File: src/common/slc_pkg.sv
// shared constants, types and helpers of the logic slice pair
package slc_pkg;

    // ------------------------------------------------------------------
    // geometry
    // ------------------------------------------------------------------
    localparam int SLC_NUM_SLICES = 2;
    localparam int SLC_NUM_LUTS = 4;
    localparam int SLC_NUM_STORE = 8;
    localparam int SLC_NUM_LATCH = 4;
    localparam int SLC_LUT_INPUTS = 6;
    localparam int SLC_TT_BITS = 64;
    localparam int SLC_HALF_BITS = 5;

    // ------------------------------------------------------------------
    // lut roles in the wide mux tree and bypass pins steering it
    // ------------------------------------------------------------------
    localparam int SLC_LUT_A = 0;
    localparam int SLC_LUT_B = 1;
    localparam int SLC_LUT_C = 2;
    localparam int SLC_LUT_D = 3;
    localparam int SLC_SEL_LOW = 0;
    localparam int SLC_SEL_ALL = 1;
    localparam int SLC_SEL_HIGH = 2;

    // ------------------------------------------------------------------
    // encodings
    // ------------------------------------------------------------------
    localparam logic [1:0] SLC_DSEL_MAIN = 2'h0;
    localparam logic [1:0] SLC_DSEL_SEC = 2'h1;
    localparam logic [1:0] SLC_DSEL_BYPASS = 2'h2;
    localparam logic [1:0] SLC_DSEL_WIDE = 2'h3;
    localparam logic [1:0] SLC_OSEL_SEC = 2'h0;
    localparam logic [1:0] SLC_OSEL_WIDE = 2'h1;
    localparam logic [1:0] SLC_OSEL_XOR = 2'h2;
    localparam logic [1:0] SLC_OSEL_STORE = 2'h3;
    localparam logic force_low_value = 1'h0;
    localparam logic force_high_value = 1'h1;
    localparam logic startup_low_state = 1'h0;
    localparam logic startup_high_state = 1'h1;
    localparam logic [SLC_LUT_INPUTS-1:0] SLC_ADDR_RESET = 6'h00;

    typedef enum logic [2:0] {
        SLC_SR_NONE = 3'h0,
        SLC_SR_SYNC_SET = 3'h1,
        SLC_SR_SYNC_CLR = 3'h3,
        SLC_SR_ASYNC_SET = 3'h2,
        SLC_SR_ASYNC_CLR = 3'h6
    } slc_srmode_e;

    typedef logic [SLC_TT_BITS-1:0] slc_tt_t;
    typedef logic [SLC_LUT_INPUTS-1:0] slc_addr_t;
    typedef logic [1:0] slc_osel_t;

    typedef struct packed {
        logic sclk;
        logic ce;
        logic sr;
    } slc_ctrl_s;

    typedef struct packed {
        logic clk_invert;
        logic ce_used;
        logic sr_used;
        logic set_reset_timing_choice;
    } slc_slicecfg_s;

    typedef struct packed {
        logic used;
        logic latch;
        logic [1:0] storage_input_select;
        logic force_value_select;
        logic init_indep;
        logic init_value;
    } slc_elemcfg_s;

    // ------------------------------------------------------------------
    // helpers
    // ------------------------------------------------------------------
    function automatic slc_srmode_e slc_sr_mode(input slc_slicecfg_s sc, input slc_elemcfg_s ec);
        slc_srmode_e m;
        m = SLC_SR_NONE;
        if (sc.sr_used && sc.set_reset_timing_choice) begin
            m = ec.force_value_select ? SLC_SR_ASYNC_SET : SLC_SR_ASYNC_CLR;
        end else if (sc.sr_used) begin
            m = ec.force_value_select ? SLC_SR_SYNC_SET : SLC_SR_SYNC_CLR;
        end
        return m;
    endfunction

    function automatic logic slc_init_val(input slc_elemcfg_s ec);
        return ec.init_indep ? ec.init_value : ec.force_value_select;
    endfunction

endpackage

File: src/hdl/slc_lut6.sv
// one six-input function generator with registered outputs
`timescale 1ns/1ps
module slc_lut6 (
    input wire logic mclk,
    input wire logic rst,
    input wire slc_pkg::slc_tt_t truth,
    input wire slc_pkg::slc_addr_t addr,
    output logic main_r,
    output logic sec_r
);
    import slc_pkg::*;

    logic [SLC_LUT_INPUTS-1:0] low_addr;

    // ------------------------------------------------------------------
    // lookup
    // ------------------------------------------------------------------
    // lower half of the table answers the secondary output
    always_comb begin
        low_addr = {1'h0, addr[SLC_HALF_BITS-1:0]};
    end

    always_ff @(posedge mclk) begin
        if (rst) begin
            main_r <= 1'h0;
            sec_r <= 1'h0;
        end else begin
            main_r <= truth[addr];
            sec_r <= truth[low_addr];
        end
    end

endmodule

File: src/hdl/slc_logic_block.sv
// logic block: two independent slices of function generators and storage
// Notes on behaviour
// each slice has four generators, six inputs, main and secondary outputs
// a generator computes any six-input function on its main output
// with top input high, two five-input functions, one per output
// alternatively one three-input and one two-input function
// main output leaves directly; secondary through a per-generator mux
// secondary feeds carry chain; main drives xor and carry select
// two seven-input muxes pair generators a/b and c/d
// an eight-input mux selects between the two seven-input results
// no cascade path to another slice beyond eight inputs
// eight storage elements; four may be latches, four flip-flops only
// storage input is a generator output or the bypass input
// latch passes data while clock low, holds while high
// clock, enable and set/reset are shared by a slice
// clock polarity selectable; enable and set/reset fixed polarity
// enable and set/reset are active high
// set/reset high forces the chosen force value, else normal
// force value per element; sync or async per slice
// global set/reset loads each element's initial value at once
// initial value follows force value unless set independently
// five set/reset options: none, sync set/clear, async preset/clear
// two slices with no links and their own carry chain
// configuration never asks for both set and reset on one element
// flip-flop captures on active edge with enable high, no set/reset
`timescale 1ns/1ps
module slc_logic_block (
    input wire logic mclk,
    input wire logic rst,
    input wire logic gsr,
    input wire slc_pkg::slc_tt_t [slc_pkg::SLC_NUM_SLICES-1:0][slc_pkg::SLC_NUM_LUTS-1:0] lut_tt,
    input wire slc_pkg::slc_addr_t [slc_pkg::SLC_NUM_SLICES-1:0][slc_pkg::SLC_NUM_LUTS-1:0] lut_addr,
    input wire logic [slc_pkg::SLC_NUM_SLICES-1:0][slc_pkg::SLC_NUM_LUTS-1:0] bypass_input,
    input wire logic [slc_pkg::SLC_NUM_SLICES-1:0][slc_pkg::SLC_NUM_LUTS-1:0] carry_in,
    input wire slc_pkg::slc_ctrl_s [slc_pkg::SLC_NUM_SLICES-1:0] slice_ctrl,
    input wire slc_pkg::slc_slicecfg_s [slc_pkg::SLC_NUM_SLICES-1:0] slice_cfg,
    input wire slc_pkg::slc_elemcfg_s [slc_pkg::SLC_NUM_SLICES-1:0][slc_pkg::SLC_NUM_STORE-1:0] elem_cfg,
    input wire slc_pkg::slc_osel_t [slc_pkg::SLC_NUM_SLICES-1:0][slc_pkg::SLC_NUM_LUTS-1:0] secondary_out_select,
    output logic [slc_pkg::SLC_NUM_SLICES-1:0][slc_pkg::SLC_NUM_LUTS-1:0] lut_main_output_r,
    output logic [slc_pkg::SLC_NUM_SLICES-1:0][slc_pkg::SLC_NUM_LUTS-1:0] lut_secondary_output_r,
    output logic [slc_pkg::SLC_NUM_SLICES-1:0][slc_pkg::SLC_NUM_LUTS-1:0] carry_gen_r,
    output logic [slc_pkg::SLC_NUM_SLICES-1:0][slc_pkg::SLC_NUM_LUTS-1:0] carry_sel_r,
    output logic [slc_pkg::SLC_NUM_SLICES-1:0][slc_pkg::SLC_NUM_STORE-1:0] store_r
);
    import slc_pkg::*;

    localparam int NS = SLC_NUM_SLICES;
    localparam int NL = SLC_NUM_LUTS;
    localparam int NF = SLC_NUM_STORE;

    logic [NS-1:0][NL-1:0] main_q;
    logic [NS-1:0][NL-1:0] sec_q;
    logic [NS-1:0][NL-1:0] bypass_r;
    logic [NS-1:0][NL-1:0] carry_r;
    logic [NS-1:0] ce_r;
    logic [NS-1:0] sr_r;
    logic [NS-1:0] clk_s1_r;
    logic [NS-1:0] clk_s2_r;
    logic [NS-1:0] clk_s3_r;
    logic [NS-1:0] wide_low;
    logic [NS-1:0] wide_high;
    logic [NS-1:0] wide_all;
    logic [NS-1:0][NL-1:0] wide_of;
    logic [NS-1:0] act;
    logic [NS-1:0] act_edge;
    logic [NS-1:0] ce_eff;
    logic [NS-1:0][NF-1:0] latch_w;
    logic [NS-1:0][NF-1:0] d_w;
    logic [NS-1:0][NF-1:0] sr_hit;
    logic [NS-1:0][NF-1:0] open_w;
    logic [NS-1:0][NF-1:0] init_w;
    slc_srmode_e [NS-1:0][NF-1:0] mode_w;

    // ------------------------------------------------------------------
    // function generators
    // ------------------------------------------------------------------
    genvar gs;
    genvar gl;
    for (gs = 0; gs < NS; gs++) begin : g_slice
        for (gl = 0; gl < NL; gl++) begin : g_lut
            slc_lut6 u_lut (
                .mclk(mclk),
                .rst(rst),
                .truth(lut_tt[gs][gl]),
                .addr(lut_addr[gs][gl]),
                .main_r(main_q[gs][gl]),
                .sec_r(sec_q[gs][gl])
            );
        end
    end

    // ------------------------------------------------------------------
    // input alignment and slice clock synchroniser
    // ------------------------------------------------------------------
    always_ff @(posedge mclk) begin
        if (rst) begin
            bypass_r <= '0;
            carry_r <= '0;
            ce_r <= '0;
            sr_r <= '0;
        end else begin
            bypass_r <= bypass_input;
            carry_r <= carry_in;
            for (int s = 0; s < NS; s++) begin
                ce_r[s] <= slice_ctrl[s].ce;
                sr_r[s] <= slice_ctrl[s].sr;
            end
        end
    end

    always_ff @(posedge mclk) begin
        if (rst) begin
            clk_s1_r <= '0;
            clk_s2_r <= '0;
            clk_s3_r <= '0;
        end else begin
            for (int s = 0; s < NS; s++) begin
                clk_s1_r[s] <= slice_ctrl[s].sclk;
            end
            clk_s2_r <= clk_s1_r;
            clk_s3_r <= clk_s2_r;
        end
    end

    // ------------------------------------------------------------------
    // wide muxes and shared controls
    // ------------------------------------------------------------------
    always_comb begin
        for (int s = 0; s < NS; s++) begin
            // each slice uses only its own generators
            wide_low[s] = bypass_r[s][SLC_SEL_LOW] ? main_q[s][SLC_LUT_B] : main_q[s][SLC_LUT_A];
            wide_high[s] = bypass_r[s][SLC_SEL_HIGH] ? main_q[s][SLC_LUT_D] : main_q[s][SLC_LUT_C];
            wide_all[s] = bypass_r[s][SLC_SEL_ALL] ? wide_high[s] : wide_low[s];
            wide_of[s][SLC_LUT_A] = wide_low[s];
            wide_of[s][SLC_LUT_B] = wide_all[s];
            wide_of[s][SLC_LUT_C] = wide_high[s];
            wide_of[s][SLC_LUT_D] = wide_all[s];
            act[s] = clk_s2_r[s] ^ slice_cfg[s].clk_invert;
            act_edge[s] = act[s] & ~(clk_s3_r[s] ^ slice_cfg[s].clk_invert);
            ce_eff[s] = ~slice_cfg[s].ce_used | ce_r[s];
        end
    end

    // ------------------------------------------------------------------
    // per-element decode
    // ------------------------------------------------------------------
    always_comb begin
        for (int s = 0; s < NS; s++) begin
            for (int f = 0; f < NF; f++) begin
                latch_w[s][f] = (f < SLC_NUM_LATCH) ? elem_cfg[s][f].latch : 1'h0;
                mode_w[s][f] = slc_sr_mode(slice_cfg[s], elem_cfg[s][f]);
                init_w[s][f] = slc_init_val(elem_cfg[s][f]);
                open_w[s][f] = latch_w[s][f] ? ~act[s] : act_edge[s];
                unique case (elem_cfg[s][f].storage_input_select)
                    SLC_DSEL_MAIN: d_w[s][f] = main_q[s][f % NL];
                    SLC_DSEL_SEC: d_w[s][f] = sec_q[s][f % NL];
                    SLC_DSEL_BYPASS: d_w[s][f] = bypass_r[s][f % NL];
                    SLC_DSEL_WIDE: d_w[s][f] = wide_of[s][f % NL];
                endcase
                unique case (mode_w[s][f])
                    SLC_SR_NONE: sr_hit[s][f] = 1'h0;
                    SLC_SR_SYNC_SET, SLC_SR_SYNC_CLR: sr_hit[s][f] = sr_r[s] & open_w[s][f];
                    SLC_SR_ASYNC_SET, SLC_SR_ASYNC_CLR: sr_hit[s][f] = sr_r[s];
                    default: sr_hit[s][f] = 1'h0;
                endcase
            end
        end
    end

    // ------------------------------------------------------------------
    // storage elements
    // ------------------------------------------------------------------
    always_ff @(posedge mclk) begin
        for (int s = 0; s < NS; s++) begin
            for (int f = 0; f < NF; f++) begin
                if (rst || gsr) begin
                    store_r[s][f] <= init_w[s][f] ? startup_high_state : startup_low_state;
                end else if (!elem_cfg[s][f].used) begin
                    store_r[s][f] <= store_r[s][f];
                end else if (sr_hit[s][f]) begin
                    store_r[s][f] <= elem_cfg[s][f].force_value_select ? force_high_value : force_low_value;
                end else if (open_w[s][f] && ce_eff[s]) begin
                    store_r[s][f] <= d_w[s][f];
                end
            end
        end
    end

    // ------------------------------------------------------------------
    // slice outputs
    // ------------------------------------------------------------------
    always_ff @(posedge mclk) begin
        if (rst) begin
            lut_main_output_r <= '0;
            carry_gen_r <= '0;
            carry_sel_r <= '0;
        end else begin
            lut_main_output_r <= main_q;
            carry_gen_r <= sec_q;
            carry_sel_r <= main_q;
        end
    end

    always_ff @(posedge mclk) begin
        if (rst) begin
            lut_secondary_output_r <= '0;
        end else begin
            for (int s = 0; s < NS; s++) begin
                for (int i = 0; i < NL; i++) begin
                    unique case (secondary_out_select[s][i])
                        SLC_OSEL_SEC: lut_secondary_output_r[s][i] <= sec_q[s][i];
                        SLC_OSEL_WIDE: lut_secondary_output_r[s][i] <= wide_of[s][i];
                        SLC_OSEL_XOR: lut_secondary_output_r[s][i] <= main_q[s][i] ^ carry_r[s][i];
                        SLC_OSEL_STORE: lut_secondary_output_r[s][i] <= store_r[s][i + SLC_NUM_LATCH];
                    endcase
                end
            end
        end
    end

    for (gs = 0; gs < NS; gs++) begin : g_chk
        for (gl = 0; gl < NL; gl++) begin : g_lchk

        end

        for (gl = 0; gl < NF; gl++) begin : g_fchk

        end

    end
endmodule

File: config.mk
export PLATFORM = sky130hd
export DESIGN_NAME = slc_logic_block
export DESIGN_NICKNAME = d
export VERILOG_FILES = /design/src/common/slc_pkg.sv /design/src/hdl/slc_lut6.sv /design/src/hdl/slc_logic_block.sv
export SDC_FILE = /design/constraint.sdc
export NUM_CORES = 1
export LEC_CHECK = 0
export BUFFER_PORTS_ARGS = -buffer_cell sky130_fd_sc_hd__buf_2
export CAP_MARGIN = 20
export CORE_AREA = 2 2 300 302
export CTS_CLUSTER_DIAMETER = 40
export DETAILED_ROUTE_END_ITERATION = 12
export DIE_AREA = 0 0 302 304
export PLACE_DENSITY = 0.33
export RECOVER_POWER = 100
export SYNTH_ARGS = -nofsm -noshare
export SYNTH_HDL_FRONTEND = slang
export SYNTH_SLANG_ARGS = --single-unit
File: constraint.sdc
create_clock -name mclk -period 2.22 [get_ports mclk]
set_input_delay 0.222 -clock mclk [delete_from_list [all_inputs] [get_ports mclk]]
set_output_delay 0.222 -clock mclk [all_outputs]
set_load 0.1 [all_outputs]
==> run summary <==
Rows: 110
Die height: 304 um
Power Dens Cells: 440.9 nW/um2
Grt ovf: 0
Top_reg_cell synth: dfxtp_1
Fmax: 463.5 MHz
Initial antenna violation count: 39
Crit end category: flip-flop
Top cells by count, synth: 122 x mux4_2, 71 x nor2b_1, 67 x mux2i_1
Post-synthesis sequential area ratio: 0.2053
Via count: 10410
Initial DRC count: 507
CP max FO: 5
Max cap viols: 0
Power, Total: 6359 uW
Worst-Skew Late Latency: 0.39 ns
Synth top area share: 0.3131
DR pass1 iterations: 4
Full die area: 91810 um2
Maximum vdd drop: 0.2874 mV
Leak: 0.006445 uW
Area leader, netlist: mux4_2
Area Overhead vs Synth: 64.38%
Netlist Area Pre-Place: 8775 um2
First-pass GRT wire length: 80390 um
Root Buffer: clkbuf_16
Fin. Hold Viols: 0
Wire per inst: 21.18 um
Avg Cell Area, Syn: 10.77 um2
Worst path buffer plus inverter count: 1
H-tree levels: 3
Num Clock Sinks: 82
WP depth: 5
Worst clock skew: 0.006344 ns
Worst-path cell chain: mux2_4, mux2_4, buf_4, mux4_1, o221a_2
Largest delay share family, worst path: multiplexers
Slowest CP cell: mux4_1
Period utilisation layout: 0.9719
Synth Net Count: 1536
Worst Setup Start Kind: flip-flop
Largest cells by area after synthesis: mux4_2 31%, dfxtp_1 15%, mux2i_1 7.6%, edfxtp_1 5.5%, nor2b_1 5.1%
Residual DRC: 0
Hold crit path type: input port to flip-flop
Count leader, synth: mux4_2
R2r worst-path depth: 5
Via/cell ratio: 3.755
Max clock buf depth: 2
FFs w/ async S/R, synth: 0
Worst-Margin Slew: 1.289 ns
FF+latch count, synth: 82
Number of flops mapped to enable cells by yosys: 16
Clock slew seen by the registers of the worst setup and hold paths: 0.08 ns
Final setup vio count: 0
RePlAce Congestion: 0.9289
Core ar.: 89050 um2
Final wirelength: 58720 um
Fin. max-slew vios: 0
Cell mode on critical path: mux2_4
Max transition margin: 0.1440
Vias in the first global route: 11310
Count of cell types in the netlist: 54
Die width: 302 um
Fillcell total: 10140
Dpl ws: -0.01720 ns
Fin crit period: 2.158 ns
Initial Util: 0.09854
Crit path largest cell delay: 0.47 ns
Overall Global Routing Usage: 0.1228
Mapped Cells: 815
CTS tree: yes
Non-Filler Instances: 2772
Final net count: 2301
Number of cells on the worst hold path: 2
Final HPWL DP: 52600 um
Worst EP required: 2.37 ns
CTS Buf Count: 9
# IOs: 769
Final Util: 0.1620
Arr. time, crit path: 2.30 ns
Final worst slack: 0.06236 ns
Placed insts: 2744
Antenna Nets Post-Route: 0
Fraction of layout cells with a size suffix above 1: 0.5912
Port Buffers: 760
Setup tns final: 0 ns
Largest net degree at the start of global routing: 30
Critical path class: flip-flop to flip-flop
Outcome: finished clean
Ys Warns: 0
[metrics by stage]
| step | cell area [um2] | hold slack [ns] |
|---|---|---|
| floorplan | 8775 | 0.3242 |
| global placement | 14200 | 0.4394 |
| detailed placement | 14200 | 0.4439 |
| CTS | 14480 | 0.0003903 |
| global route | 14410 | 0.01519 |
| finish | 14420 | 0.04433 |
[cell usage in the layout, fill, tap and decap left out, types with 5 or more instances in the layout]
| cell type | Yosys | layout |
|---|---|---|
| buf_2 | 27 | 708 |
| mux4_2 | 122 | 122 |
| nor2b_1 | 71 | 71 |
| mux2i_1 | 67 | 67 |
| dfxtp_1 | 66 | 65 |
| buf_4 | 11 | 52 |
| clkbuf_1 | 23 | 49 |
| nand2_1 | 46 | 46 |
| nor2_1 | 42 | 41 |
| nand3_1 | 27 | 27 |
| inv_1 | 24 | 24 |
| o21ai_0 | 24 | 24 |
| a21oi_1 | 20 | 20 |
| nand3b_1 | 16 | 16 |
| edfxtp_1 | 16 | 16 |
| a31oi_1 | 13 | 13 |
| o211a_1 | 12 | 12 |
| a211oi_1 | 12 | 12 |
| clkbuf_2 | 0 | 12 |
| diode_2 | 0 | 11 |
| o21bai_1 | 10 | 10 |
| mux4_1 | 10 | 10 |
| nor3_1 | 9 | 9 |
| o31ai_1 | 9 | 9 |
| clkbuf_16 | 0 | 9 |
| o21a_1 | 8 | 8 |
| a211o_1 | 8 | 8 |
| a2111oi_0 | 8 | 8 |
| xor2_1 | 8 | 8 |
| nor3b_1 | 7 | 7 |
| o211ai_1 | 7 | 7 |
| a22oi_1 | 7 | 7 |
| and3b_1 | 6 | 6 |
| mux2_4 | 6 | 6 |
| and3_1 | 6 | 6 |
| mux2_2 | 5 | 5 |
[state kept, by name, indices dropped and copies added (netlist names), 8 cells and up]
register and cells:
g_slice.g_lut.u_lut.sec_r 8, lut_secondary_output_r 8, g_slice.g_lut.u_lut.main_r 8, carry_gen_r 8
carry_sel_r 8, carry_r 8, store_r 16, bypass_r 8
[report_power, final]
part	switching (uW)	internal [uW]	leakage (uW)
Clock	855	769	0.000135
Combinational	1670	1300	0.00560
Sequential	107	1660	0.000713
[per-layer routing]
layer  up-vias  GRT usage  part of all wire
met5         -          0            0.0025
met3        64    0.04505             0.085
met1      5043     0.1378              0.39
met4        24    0.03477             0.022
met2       467     0.2157              0.50
li1       4811          -                 -
[kinds of logic after synthesis]
logic type,count (synthesis),synth area share
xor gates and xnor gates,8,0.007985
muxes,210,0.4362
DFF,82,0.2053
and+or+nand+nor,250,0.1544
AOI/OAI and AO/OA,170,0.1426
buffers and inverters,95,0.05347
[worst paths after layout]
| path | start | slack (ns) | endpoint |
|---|---|---|---|
| worst max-delay path | bypass_r[4] | 0.06 | store_r[15] |
| worst min-delay path | slice_ctrl[4] | 0.04 | ce_r[1] |
| worst max register to register | bypass_r[4] | 0.06 | store_r[15] |
| worst min register to register | clk_s1_r[0] | 0.45 | clk_s2_r[0] |
[worst register-to-register path: stages, from the launching register on]
cell and delay [ns]:
dfxtp_2 0.35, mux2_4 0.32, mux2_4 0.33, buf_4 0.16
mux4_1 0.47, o221a_2 0.29
[repair_timing]
action                     CTS  global route
setup endpoints to repair    4             4
hold buffers                 0             0
pin swaps                    0             1
setup buffers                0             1
resized for setup            2             1
[cell type report]
cell class	count	area, um2	share of cell area
Clock inverter	7	50.05	0.003470
Antenna cell	11	27.53	0.001908
Tap cell	1176	1471	0.1020
Multi-Input combinational cell	638	6511	0.4514
Clock buffer	9	225.2	0.01561
Sequential cell	82	1803	0.1250
Timing Repair Buffer	825	4245	0.2943
Inverter	24	90.09	0.006246
No activity file was read; power rests on OpenSTA's default activity.
